[src/verilog/wait_gen_map.vh]
/*
 * Constants for the bus wait state generator: register offsets, field
 * positions, reset values and wait counts.
 * Assumes inclusion by bare name from the design file.
 */
`ifndef WAIT_GEN_MAP_VH
`define WAIT_GEN_MAP_VH

// ****************************************
// Register map
// ****************************************
`define WAIT_CTRL_ADDR 4'h0
`define WAIT_STATUS_ADDR 4'h1
`define WAIT_CTRL_RESET 8'hF0
`define BUS_ADDR_RESET 20'h0_0000
`define BUS_CTRL_RESET 4'hF
`define IO_SEL_LO_BIT 4
`define IO_SEL_HI_BIT 5
`define MEM_SEL_LO_BIT 6
`define MEM_SEL_HI_BIT 7

// ****************************************
// Cycle kinds
// ****************************************
`define KIND_MEM 3'h0
`define KIND_EXT_IO 3'h1
`define KIND_INT_IO_DATA 3'h2
`define KIND_INT_IO_CTRL 3'h3
`define KIND_IRQ0_ACK 3'h4
`define KIND_ACK_VECTOR 3'h5

// ****************************************
// Counts
// ****************************************
`define IRQ0_WAIT_00 3'h2
`define IRQ0_WAIT_01 3'h4
`define IRQ0_WAIT_10 3'h5
`define IRQ0_WAIT_11 3'h6

`endif
[src/verilog/bus_wait_state_generator.v]
/*
 * Bus wait state generator: stretches CPU and DMA bus cycles by the
 * larger of the external wait request (ignored for internal control register cycles) and a programmed count.
 * Assumes the bus sequencer reports each clock state and the cycle kind,
 * and runs on sys_clk; half-cycle sampling is modelled by a falling
 * edge enable from the sequencer.
 * Limitation: the internal data register count arrives ready made on
 * internal_wait_req; the peripherals' own synchronisation is not modelled.
 */
`timescale 1ns/1ps
`include "wait_gen_map.vh"

module bus_wait_state_generator
(
    input wire sys_clk,
    input wire rst_n,
    input wire [3:0] reg_addr,
    input wire [7:0] reg_wdata,
    input wire reg_wr,
    input wire reg_rd,
    output reg [7:0] reg_rdata,
    input wire cycle_start,
    input wire fall_sample,
    input wire [2:0] cycle_kind,
    input wire dma_cycle,
    input wire [2:0] internal_wait_req,
    input wire ext_wait_n,
    input wire [19:0] seq_addr,
    input wire [3:0] seq_ctrl_n,
    output reg in_wait_state,
    output reg enter_third_state,
    output reg refresh_hold,
    output reg [19:0] bus_addr,
    output reg [3:0] bus_ctrl_n
);

    // ****************************************
    // Sequencer states
    // ****************************************
    localparam ST_IDLE = 2'b00;
    localparam ST_SECOND = 2'b01;
    localparam ST_WAIT = 2'b10;
    localparam ST_THIRD = 2'b11;

    reg [7:0] wait_control_register;
    reg [1:0] state;
    reg [1:0] next_state;
    reg [2:0] prog_left;
    reg [2:0] next_prog_left;
    reg wait_meta;
    reg wait_sync;
    reg ext_req;
    reg [2:0] kind_hold;
    reg dma_hold;

    // ****************************************
    // Field decode
    // ****************************************
    wire [1:0] mem_wait_sel;
    wire [1:0] io_wait_sel;
    wire prog_pending;
    // Programmed waits still owed in this cycle
    assign prog_pending = (prog_left != 3'h0);
    assign mem_wait_sel = {wait_control_register[`MEM_SEL_HI_BIT],
                           wait_control_register[`MEM_SEL_LO_BIT]};
    assign io_wait_sel = {wait_control_register[`IO_SEL_HI_BIT],
                          wait_control_register[`IO_SEL_LO_BIT]};

    // ****************************************
    // Programmed count per cycle kind
    // ****************************************
    function [2:0] prog_count;
        input [2:0] kind;
        input [1:0] mem_sel;
        input [1:0] io_sel;
        input [2:0] int_req;
        begin
            case (kind)
                `KIND_MEM: prog_count = {1'b0, mem_sel};
                `KIND_ACK_VECTOR: prog_count = {1'b0, mem_sel};
                // Field plus one, so never below one wait
                `KIND_EXT_IO: prog_count = {1'b0, io_sel} + 3'h1;
                `KIND_INT_IO_DATA: prog_count = int_req;
                `KIND_INT_IO_CTRL: prog_count = 3'h0;
                `KIND_IRQ0_ACK:
                begin
                    // Fetch low acknowledge has its own table
                    case (io_sel)
                        2'b00: prog_count = `IRQ0_WAIT_00;
                        2'b01: prog_count = `IRQ0_WAIT_01;
                        2'b10: prog_count = `IRQ0_WAIT_10;
                        default: prog_count = `IRQ0_WAIT_11;
                    endcase
                end
                default: prog_count = {1'b0, mem_sel};
            endcase
        end
    endfunction

    // ****************************************
    // External wait qualification
    // ****************************************
    // Internal control registers finish in three clocks, so the pin
    // must not stretch them
    function ext_counts;
        input [2:0] kind;
        begin
            ext_counts = (kind != `KIND_INT_IO_CTRL);
        end
    endfunction

    // ****************************************
    // Register port
    // ****************************************
    always @(posedge sys_clk)
    begin
        if (!rst_n)
            wait_control_register <= `WAIT_CTRL_RESET;
        else if (reg_wr && reg_addr == `WAIT_CTRL_ADDR)
            wait_control_register <= reg_wdata;
    end

    // ****************************************
    // Register read port
    // ****************************************
    // Data stand for one cycle only; idle cycles read zero
    always @(posedge sys_clk)
    begin
        if (!rst_n)
            reg_rdata <= 8'h00;
        else if (reg_rd)
        begin
            case (reg_addr)
                `WAIT_CTRL_ADDR: reg_rdata <= wait_control_register;
                `WAIT_STATUS_ADDR: reg_rdata <= {3'h0, dma_hold,
                                                 prog_left, in_wait_state};
                default: reg_rdata <= 8'h00;
            endcase
        end
        else
            reg_rdata <= 8'h00;
    end

    // ****************************************
    // External wait synchroniser
    // ****************************************
    // Pin is asynchronous here; two stages even though the partner
    // aligns it to the rising edge
    always @(posedge sys_clk)
    begin
        if (!rst_n)
        begin
            // Cleared stages mean no false wait right after reset
            wait_meta <= 1'b0;
            wait_sync <= 1'b0;
        end
        else
        begin
            wait_meta <= ~ext_wait_n;
            wait_sync <= wait_meta;
        end
    end

    // ****************************************
    // Wait sequencing
    // ****************************************
    always @*
    begin
        next_state = state;
        next_prog_left = prog_left;
        // Stale kind in idle is harmless: ext_req is unused there
        ext_req = fall_sample & wait_sync & ext_counts(kind_hold);
        case (state)
            ST_IDLE:
            begin
                if (cycle_start)
                begin
                    // Same path for CPU and DMA cycles
                    next_prog_left = prog_count(cycle_kind, mem_wait_sel,
                                                io_wait_sel,
                                                internal_wait_req);
                    next_state = ST_SECOND;
                end
            end
            ST_SECOND:
            begin
                if (fall_sample)
                begin
                    // OR of sources gives max of counts
                    if (ext_req || prog_pending)
                        next_state = ST_WAIT;
                    else
                        next_state = ST_THIRD;
                end
            end
            ST_WAIT:
            begin
                if (fall_sample)
                begin
                    if (prog_pending)
                        next_prog_left = prog_left - 3'h1;
                    // Another wait if either still asks
                    if (!(ext_req || prog_left > 3'h1))
                        next_state = ST_THIRD;
                end
            end
            ST_THIRD:
            begin
                // One third state, then ready for the next cycle
                next_state = ST_IDLE;
            end
            default:
            begin
                next_state = ST_IDLE;
            end
        endcase
    end

    // ****************************************
    // Cycle state and capture
    // ****************************************
    always @(posedge sys_clk)
    begin
        if (!rst_n)
        begin
            // Reset aborts any wait and drops the request
            state <= ST_IDLE;
            prog_left <= 3'h0;
            kind_hold <= `KIND_MEM;
            dma_hold <= 1'b0;
        end
        else
        begin
            state <= next_state;
            prog_left <= next_prog_left;
            if (state == ST_IDLE && cycle_start)
            begin
                kind_hold <= cycle_kind;
                dma_hold <= dma_cycle;
            end
        end
    end

    // ****************************************
    // State outputs
    // ****************************************
    // Taken from next_state so the outputs line up with the state
    always @(posedge sys_clk)
    begin
        if (!rst_n)
        begin
            in_wait_state <= 1'b0;
            enter_third_state <= 1'b0;
            refresh_hold <= 1'b0;
        end
        else
        begin
            in_wait_state <= (next_state == ST_WAIT);
            enter_third_state <= (next_state == ST_THIRD) &&
                                 (state != ST_THIRD);
            // Refresh would disturb the frozen bus, so it waits too
            refresh_hold <= (next_state == ST_WAIT);
        end
    end

    // ****************************************
    // Bus freeze
    // ****************************************
    always @(posedge sys_clk)
    begin
        if (!rst_n)
        begin
            bus_addr <= `BUS_ADDR_RESET;
            bus_ctrl_n <= `BUS_CTRL_RESET;
        end
        else if (next_state != ST_WAIT)
        begin
            // Freeze address and strobes while waiting
            bus_addr <= seq_addr;
            bus_ctrl_n <= seq_ctrl_n;
        end
    end

endmodule

[config.mk]
export PLATFORM = sky130hd
export DESIGN_NAME = bus_wait_state_generator
export DESIGN_NICKNAME = d
export VERILOG_FILES = /design/src/verilog/bus_wait_state_generator.v
export VERILOG_INCLUDE_DIRS = /design/src /design/src/verilog
export SDC_FILE = /design/constraint.sdc
export NUM_CORES = 1
export LEC_CHECK = 0
export BUFFER_PORTS_ARGS = -buffer_cell sky130_fd_sc_hd__buf_2
export CAP_MARGIN = 20
export CELL_PAD_IN_SITES_DETAIL_PLACEMENT = 2
export CELL_PAD_IN_SITES_GLOBAL_PLACEMENT = 2
export CORE_MARGIN = 4
export CORE_UTILIZATION = 28
export CTS_CLUSTER_DIAMETER = 40
export DETAILED_ROUTE_END_ITERATION = 8
export PLACE_DENSITY_LB_ADDON = 0.1
export SYNTH_ARGS = -nofsm -noshare
export SYNTH_HDL_FRONTEND = slang
export SYNTH_SLANG_ARGS = --single-unit
[constraint.sdc]
create_clock -name sys_clk -period 1.78 [get_ports sys_clk]
set_input_delay 0.178 -clock sys_clk [delete_from_list [all_inputs] [get_ports sys_clk]]
set_output_delay 0.178 -clock sys_clk [all_outputs]
set_load 0.02 [all_outputs]
Word level (Yosys, flattened, before mapping)
Index checks and enable logic that the tools add are counted.

cells by class
  bitwise operators = 3
  order comparisons = 1
  reduce and logical (&&, ||, !) cells = 12
  muxes and demuxes = 13
  equal/unequal tests = 18
  $add $sub $neg = 2

operators by type and width
  kind                                                                     number
  8-bit case mux with 2 select lines                                       1
  3-bit case mux with 4 select lines                                       1
  2-bit equality test, second input constant                               5
  2-bit inequality test, second input constant                             5
  3-bit two-way mux                                                        3
  3-bit case mux with 3 select lines                                       1
  2-bit two-way mux                                                        4
  2-bit case mux with 4 select lines                                       1
  3-bit by 2-bit equality test with 1-bit output, second input constant    2
  3-bit case mux with 2 select lines                                       1
  2-bit by 1-bit equality test with 1-bit output, second input constant    2
  4-bit by 1-bit equality test with 1-bit output, second input constant    1
  2-bit logical NOT                                                        2
  4-bit logical NOT                                                        1
  4-bit AND reduction                                                      1
  2-bit by 1-bit adder with 3-bit output, second input constant            1
  3-bit by 1-bit equality test with 1-bit output, second input constant    1
  3-bit equality test, second input constant                               1
  3-bit by 1-bit > comparator with 1-bit output, second input constant     1
  1-bit logical AND                                                        3
  3-bit by 2-bit inequality test with 1-bit output, second input constant  1
  3-bit nonzero test                                                       1
  3-bit by 1-bit subtractor with 3-bit output, second input constant       1
  1-bit AND                                                                2
  5 further kinds                                                          6

storage, ports and cells
  logic and storage cells = 61
  register bits = 53
  output and inout port bits = 35
  bits of input ports = 50

Depth between registers and ports, before layout
Gate-level depths: netlist of the first run.

  depth after elaboration = 8
  mapped depth = 9
  mapped depth without buffers = 7

Worst setup path after synthesis of the first run
No wires, ideal clock.

  path type = register to register
  start = register prog_left[0]
  end = register bus_addr[10]
  buffers on the path = 2
  path slack = 0.177 ns
  stages on the path, launching flop included = 10
  period minus slack after synthesis = 1.603 ns
  arrival = 1.488 ns
  cells stage by stage = dfxtp_1 inv_1 ha_1 nand2b_4 a21boi_1 o31a_1 buf_6 buf_6 nand3_1 o21ai_2

between the ends
  word-level cells in the longest chain between the ends = 6
  elaborated cells on any way between the ends = 10
  classes of those cells = 1 x order compare; 1 x eq/ne; 5 x mux; 3 x reduce/logical

ends and longest elaborated chain
  element                                                                              RTL line                                                        RTL
  from (decl)                                                                          bus_wait_state_generator.v:48                                   reg [2:0] prog_left;
  from (signal assigned)                                                               bus_wait_state_generator.v:235                                  prog_left <= next_prog_left;
  3-bit by 1-bit > comparator with 1-bit output or 3-bit nonzero test (tied branches)  bus_wait_state_generator.v:203, bus_wait_state_generator.v:63
  1-bit logical OR, on equally long branches                                           bus_wait_state_generator.v:203, bus_wait_state_generator.v:190
  2-bit two-way mux or 1-bit two-way mux (tied branches)                               bus_wait_state_generator.v:203, bus_wait_state_generator.v:190
  2-bit two-way mux, on equally long branches                                          bus_wait_state_generator.v:198, bus_wait_state_generator.v:187
  2-bit case mux with 4 select lines (*)                                               bus_wait_state_generator.v:173                                  case (state)
  2-bit inequality test (*)                                                            bus_wait_state_generator.v:276                                  else if (next_state != ST_WAIT)
  to (signal assigned)                                                                 bus_wait_state_generator.v:273                                  bus_addr <= `BUS_ADDR_RESET;
  to (signal assigned)                                                                 bus_wait_state_generator.v:279                                  bus_addr <= seq_addr;
  to (decl)                                                                            bus_wait_state_generator.v:33                                   output reg [19:0] bus_addr,

Mark *: on every way between the ends. The rest lies on a longest branch, timed or not.
A chain may end at the register's enable or synchronous reset.

Worst setup path after layout of the first run
  start = register prog_left[0]
  end = register bus_addr[8]

Same word-level chain as after synthesis.

==> flow_metrics.tcl, run 1 <==
set metrics [dict create \
    slew_headroom_pct 68.22 \
    initial_core_util_pct 29.49 \
    hold_viol 0 \
    fin_worst_hold_slack_ns 0.02107 \
    critical-path-max-stage-delay_ns 0.40 \
    combPwrFrac_pct 22.2 \
    viasPerCell 4.763 \
    h-tree-depth 2 \
    drive_gt1_share_pct 40.40 \
    placed_cell_area_mm2 0.002859 \
    num_vias 2148 \
    min_path_type "in -> reg" \
    fillers 954 \
    ff2ff_path_depth 9 \
    cts.path.max_buffers 2 \
    synth.distinct_cells 39 \
    portBuffers 84 \
    grt_start_max_net_pins 33 \
    whs_endpoint "wait_meta" \
    startpoint "prog_left[0]" \
    worst_skew_pair.late_latency_ns 0.31 \
    core-area_mm2 0.007888 \
    slowest_stage "o31a_2" \
    ir_worst_vdd_v 0.0004065 \
    drv_cap 0 \
    setup.worst_path.end_class "register" \
    drv_slew 0 \
    globalplace.congestion 0.7423 \
    path_class "reg -> reg" \
    post-route-period-util_pct 96.54 \
    cp-start-kind "register" \
    p_per_area_mw_per_mm2 863.9 \
    fin_crit_ns 1.718 \
    clock_skew_ns 0.009982 \
    hold_start "ext_wait_n" \
    nNetsFinal 404 \
    seq_area_frac_synth_pct 45.62 \
    grt_pass1_wl_mm 11.21 \
    num_rows 32 \
    crit_buf_inv 3 \
    r2r_start "prog_left[0]" \
    final_util_pct 38.20 \
    rrSetupSlack_ns 0.06 \
    p_switching_uw 803.9 \
    num_io_pins 85 \
    cts_sinks 53 \
    cts-root-buf "clkbuf_8" \
    syn_to_final_growth_pct 29.53 \
    overflow 0 \
    drc 0 \
    path_max_fanout 5 \
    cp_cell_sequence "inv_2 -> ha_4 -> nand2b_4 -> a21boi_2 -> o31a_2 -> buf_12 -> buf_4 -> nand3_1 -> o21ai_2" \
    synth_fp_nets 316 \
    first_iter_violations 54 \
    cts_tree "built" \
    synth_seq_cells 53 \
    antenna_found_initial 1 \
    dr.pass1.iters 4 \
    finalNonFillerCells 451 \
    numCtsBuffers 5 \
    first_global_vias 2268 \
    die_area_mm2 0.009830 \
    post-dp-hpwl_mm 5.278 \
    ys_warn_count 0 \
    leakage_nw 1.352 \
    status "finished clean" \
    cp_num_cells 9 \
    tightest_slew_ns 0.4762 \
    syn_inst 260 \
    timing.fmax_ghz 0.5819 \
    hold_depth 2 \
    diodes 0 \
    final_cell_mix "buf_2, dfxtp_1, nand2_1" \
    cts.clk_slew.worst_paths_ns 0.11 \
    worst_ep_required_time_ns 2.00 \
    drtAntennaViolNets 0 \
    reg2reg_to "bus_addr[8]" \
    sw_frac_of_total_pct 30.89 \
    final_common_cell "buf_2" \
    seq_power_share_pct 50.6 \
    syn_avg_cell_area_um2 8.946 \
    fp.dieW_um 99.15 \
    cp_top_family "compound AO/OA/AOI/OAI gates" \
    grt_use_total_pct 14.07 \
    routed_wl_mm 6.875 \
    wl_per_cell_um 15.24 \
    pwr-share-clk_pct 27.2 \
    final_area_mm2 0.003013 \
    arrival_ns 1.94 \
    p_int_mw 1.799 \
    netlist_area_mm2 0.002326 \
    setup_viol 0 \
    dp_cells 441 \
    die_y_um 99.15 \
]
[worst register-to-register path, cell delays in order, from the launching register on]
cell	delay, ns
dfxtp_2	0.36
inv_2	0.08
ha_4	0.15
nand2b_4	0.05
a21boi_2	0.14
o31a_2	0.40
buf_12	0.16
buf_4	0.15
nand3_1	0.09
o21ai_2	0.05
[power groups by stage]
stage               registers, mW  logic [mW]  clock network (mW)
CTS                          1.32       0.571               0.749
global placement             1.34       0.539                   0
detailed placement           1.34       0.554                   0
global route                 1.33       0.642               0.801
floorplan                    1.39       0.304                   0
finish                       1.32       0.578               0.709
[metrics by stage]
| stage | worst slack, ns | power, mW | setup TNS (ns) |
|---|---|---|---|
| after floorplan | 0.1770 | 1.697 | 0 |
| after global placement | 0.03519 | 1.878 | 0 |
| after detailed placement | -0.04803 | 1.895 | -0.1978 |
| after CTS | 0.01741 | 2.636 | 0 |
| after global routing | -0.004191 | 2.773 | -0.004191 |
| final | 0.06161 | 2.603 | 0 |
[flip-flops by register name, indices dropped and copies added, names as in the netlist, 2 cells and up]
name                   cells
ext_counts.kind            3
state                      2
wait_control_register      8
prog_left                  3
bus_ctrl_n                 4
reg_rdata                  8
bus_addr                  20
[cell usage after synthesis (all sizes together)]
master,n,area [um^2]
a21boi,1,7.510
nor3,2,15.01
inv,8,30.03
a21oi,10,50.05
mux2,1,11.26
clkbuf,6,22.52
a21o,3,22.52
and3,1,6.260
a221o,1,10.01
a221oi,1,8.760
o311ai,1,8.760
nor4,1,21.27
xnor2,1,8.760
a22oi,5,37.54
nand2,45,168.9
nor4b,1,8.760
buf,12,103.9
nand2b,5,38.78
and2,6,37.54
nor3b,1,7.510
nand3,24,120.1
o21ai,22,185.2
o21bai,2,15.01
o221ai,1,8.760
ha,6,75.07
nor2b,3,18.77
mux2i,8,80.08
o211ai,2,15.01
a31oi,6,37.54
o31a,1,8.760
dfxtp,53,1061
nor2,20,75.07
[per-layer routing]
metal | track usage [%] | share of wire (%) | vias up | wire, um
li1 | - | - | 1063 | -
met1 | 17.65 | 45 | 1020 | 3071
met2 | 23.97 | 48 | 56 | 3303
met3 | 3.927 | 6.1 | 7 | 422
met4 | 3.256 | 0.92 | 2 | 63
met5 | 0 | 0.19 | - | 13
[logic make-up (layout without fill, tap and decap cells)]
kind of cell / count (synthesis) / after routing / synth area share, %
adders and majority gates: 6 / 6 / 3.227
AOI/OAI and AO/OA: 56 / 56 / 17.86
buffers and inverters: 26 / 115 / 6.724
xor gates and xnor gates: 1 / 1 / 0.3766
DFF: 53 / 53 / 45.62
and+or+nand+nor: 109 / 109 / 22.27
muxes: 9 / 9 / 3.927
[cell type report]
cell class	instances	area (um^2)	share of cell area [%]
multi-input combinational	181	1142	37.92
clock buffer	5	68.82	2.284
inverter	8	30.03	0.9967
tap	102	127.6	4.236
timing repair buffer	99	558.0	18.52
clock inverter	3	21.27	0.7060
sequential	53	1065	35.34
[worst max path at each step]
stage	end
3_5_place_dp	bus_addr[15]
4_1_cts	bus_addr[19]
5_1_grt	bus_ctrl_n[3]
2_1_floorplan	bus_addr[10]
6_report	bus_addr[8]
3_3_place_gp	bus_addr[13]
[what timing repair did]
item | 4_1_cts | 5_1_grt
hold buffers | 0 | 0
gates resized for setup | 2 | 9
endpoints found under the setup margin | 20 | 13
pin swaps | 1 | 2
endpoints found under the hold margin | 0 | 0
buffers inserted | 1 | 1
gates cloned | 0 | 0
(Power assumes the default switching activity.)
==> run 2, diff against run 1 <==
--- a/config.mk
+++ b/config.mk
@@ -6,12 +6,13 @@
 export SDC_FILE = /design/constraint.sdc
 export NUM_CORES = 1
 export LEC_CHECK = 0
+export ABC_AREA = 1
 export BUFFER_PORTS_ARGS = -buffer_cell sky130_fd_sc_hd__buf_2
 export CAP_MARGIN = 20
 export CELL_PAD_IN_SITES_DETAIL_PLACEMENT = 2
 export CELL_PAD_IN_SITES_GLOBAL_PLACEMENT = 2
 export CORE_MARGIN = 4
-export CORE_UTILIZATION = 28
+export CORE_UTILIZATION = 26
 export CTS_CLUSTER_DIAMETER = 40
 export DETAILED_ROUTE_END_ITERATION = 8
 export PLACE_DENSITY_LB_ADDON = 0.1
==> flow_metrics.tcl, run 2 <==
set metrics [dict create \
    status "finished clean" \
    synth.distinct_cells 27 \
    netlist_area_mm2 0.002365 \
    drive_gt1_share_pct 27.27 \
    hold_viol 0 \
    setup_tns_ns 0 \
    num_rows 34 \
    largestRegisters "bus_addr: 20 flops, reg_rdata: 8 flops, wait_control_register: 8 flops" \
    cts-root-buf "clkbuf_8" \
    setup_viol 0 \
    drv_slew 0 \
    cts_setup_buffers 0 \
    synth-edff-count 0 \
    wl_per_cell_um 14.28 \
    worst_skew_pair.late_latency_ns 0.30 \
    grt_pass1_wl_mm 11.69 \
    hold_start "ext_wait_n" \
    diodes 0 \
    p_per_area_mw_per_mm2 941.8 \
    slew_headroom_pct 75.00 \
    final_cell_mix "buf_2, dfxtp_1, inv_1" \
    slowest_stage "dfxtp_1" \
    cp_cell_sequence "inv_2 -> ha_1 -> inv_1 -> o21ai_0 -> nand2_1 -> nand2_1 -> nand2_1 -> nand2_1 -> nand2_4 -> clkbuf_16 -> a21oi_1 -> nor2_1" \
    synth_xor_area_share_pct 0 \
    seq_area_frac_synth_pct 44.87 \
    yosysTopAreaCell "dfxtp_1" \
    h-tree-depth 2 \
    post-route-period-util_pct 90.52 \
    cts.hold.buffers_added 0 \
    synth_flop_cell "dfxtp_1" \
    arrival_ns 1.81 \
    grt_use_total_pct 13.90 \
    yosys-top-cells-count "dfxtp_1, inv_1, nand2_1, nor2_1" \
    routed_wl_mm 7.352 \
    drv_cap 0 \
    path_class "reg -> reg" \
    startpoint "prog_left[1]" \
    postCtsResizedCells 0 \
    grt_start_max_net_pins 38 \
    cp_top_family "simple AND/OR/NAND/NOR gates" \
    syn_inst 321 \
    ys_warn_count 0 \
    crit_buf_inv 3 \
    final_common_cell "buf_2" \
    first_iter_violations 20 \
    fp.dieW_um 103.4 \
    clock_skew_ns 0.006829 \
    cts.path.max_buffers 2 \
    syn_avg_cell_area_um2 7.367 \
    fillers 1064 \
    synth_compound_area_share_pct 16.08 \
    leakage_nw 1.479 \
    num_vias 2377 \
    globalplace.congestion 0.7608 \
    top_register "bus_addr" \
    tightest_slew_ns 0.3721 \
    initial_core_util_pct 26.85 \
    syn_to_final_growth_pct 26.83 \
    core-area_mm2 0.008806 \
    portBuffers 84 \
    r2r_start "prog_left[1]" \
    timing.fmax_ghz 0.6206 \
    synth_fa_ha_area_share_pct 3.175 \
    yosys-mux-area-fraction_pct 0 \
    crit_top_cell "nand2_1" \
    drc 0 \
    cts.clk_slew.worst_paths_ns 0.10 \
    fin_crit_ns 1.611 \
    numCtsBuffers 5 \
    synth_fp_nets 377 \
    nNetsFinal 462 \
    setup.worst_path.end_class "register" \
    first_global_vias 2456 \
    cts_tree "built" \
    antenna_found_initial 0 \
    yosys.area_share.simple_pct 22.80 \
    total_power_mw 2.824 \
    critical-path-max-stage-delay_ns 0.34 \
    cts_sinks 53 \
    worst_ep_required_time_ns 1.98 \
    die_area_mm2 0.01069 \
    min_path_type "in -> reg" \
    synth_seq_cells 53 \
    path_max_fanout 18 \
    cp-start-kind "register" \
    overflow 0 \
    yosysMostFrequentCell "dfxtp_1" \
    ys_async_sr_fraction_pct 0 \
    synth_top_area_share_pct 44.87 \
    synthTopCellsByArea "dfxtp_1, inv_1, nand2_1" \
    dr.pass1.iters 4 \
    die_y_um 103.4 \
    post-dp-hpwl_mm 5.508 \
    ir_worst_vdd_v 0.0003237 \
    viasPerCell 4.616 \
    largest_reg_flops 20 \
    rsz0062_at_grt "false" \
    drtAntennaViolNets 0 \
    synth_top_family_by_area "simple AND/OR/NAND/NOR gates" \
    num_io_pins 85 \
]
## run 2: final cells by class
| type | count | area (um^2) | area share, % |
|---|---|---|---|
| multi-input combinational | 200 | 1002 | 33.42 |
| sequential | 53 | 1061 | 35.38 |
| clock buffer | 7 | 76.32 | 2.545 |
| inverter | 54 | 202.7 | 6.758 |
| timing repair buffer | 92 | 514.2 | 17.15 |
| clock inverter | 1 | 7.507 | 0.2503 |
| tap | 108 | 135.1 | 4.506 |
## run 2: logic make-up (layout without fill, tap and decap cells)
group                      Yosys count  after routing
AOI/OAI and AO/OA                   67             67
adders and majority gates            6              6
buffers and inverters               68            154
DFF                                 53             53
and+or+nand+nor                    127            127
## run 2: per-stage QoR
step                      util, %  worst slack [ns]  hold WS, ns  cell area [um^2]  cells
after floorplan                 -            0.3556       0.2504              2365    321
after global placement      32.72            0.1994       0.3359              2882    506
after detailed placement    32.72            0.1333       0.3402              2882    506
after CTS                   33.67            0.1119      0.01468              2965    514
after global routing        34.06           0.01232      0.01104              2999    515
final                       34.06            0.1687      0.02160              2999    515
## run 2: worst register-to-register path: cells and delay by family (launching register included)
family / cells / cell delay [ns]
fa+ha+maj: 1 / 0.15
simple gates: 6 / 0.45
buf+inv: 3 / 0.34
compound gates: 2 / 0.24
flops: 1 / 0.34
## run 2: path summary, 6_finish.rpt
| check | endpoint | slack [ns] | cells after the start |
|---|---|---|---|
| worst min-delay path | wait_meta | 0.02 | 2 |
| worst max-delay path | bus_addr[2] | 0.17 | 12 |
| worst max register to register | bus_addr[2] | 0.17 | 12 |
| worst min register to register | wait_sync | 0.43 | 2 |
## run 2: report_power, final
part           total [mW]  switching [mW]  internal, mW
clock network       0.677           0.397         0.280
logic               0.801           0.504         0.297
registers            1.35          0.0630          1.28
## run 2: routing by layer
metal | track usage [%] | vias to the layer above | share of wire [%]
li1 | - | 1186 | -
met1 | 18.81 | 1133 | 47
met2 | 22.60 | 53 | 47
met3 | 3.018 | 5 | 4.9
met4 | 3.287 | 0 | 1.0
met5 | 0 | - | 0
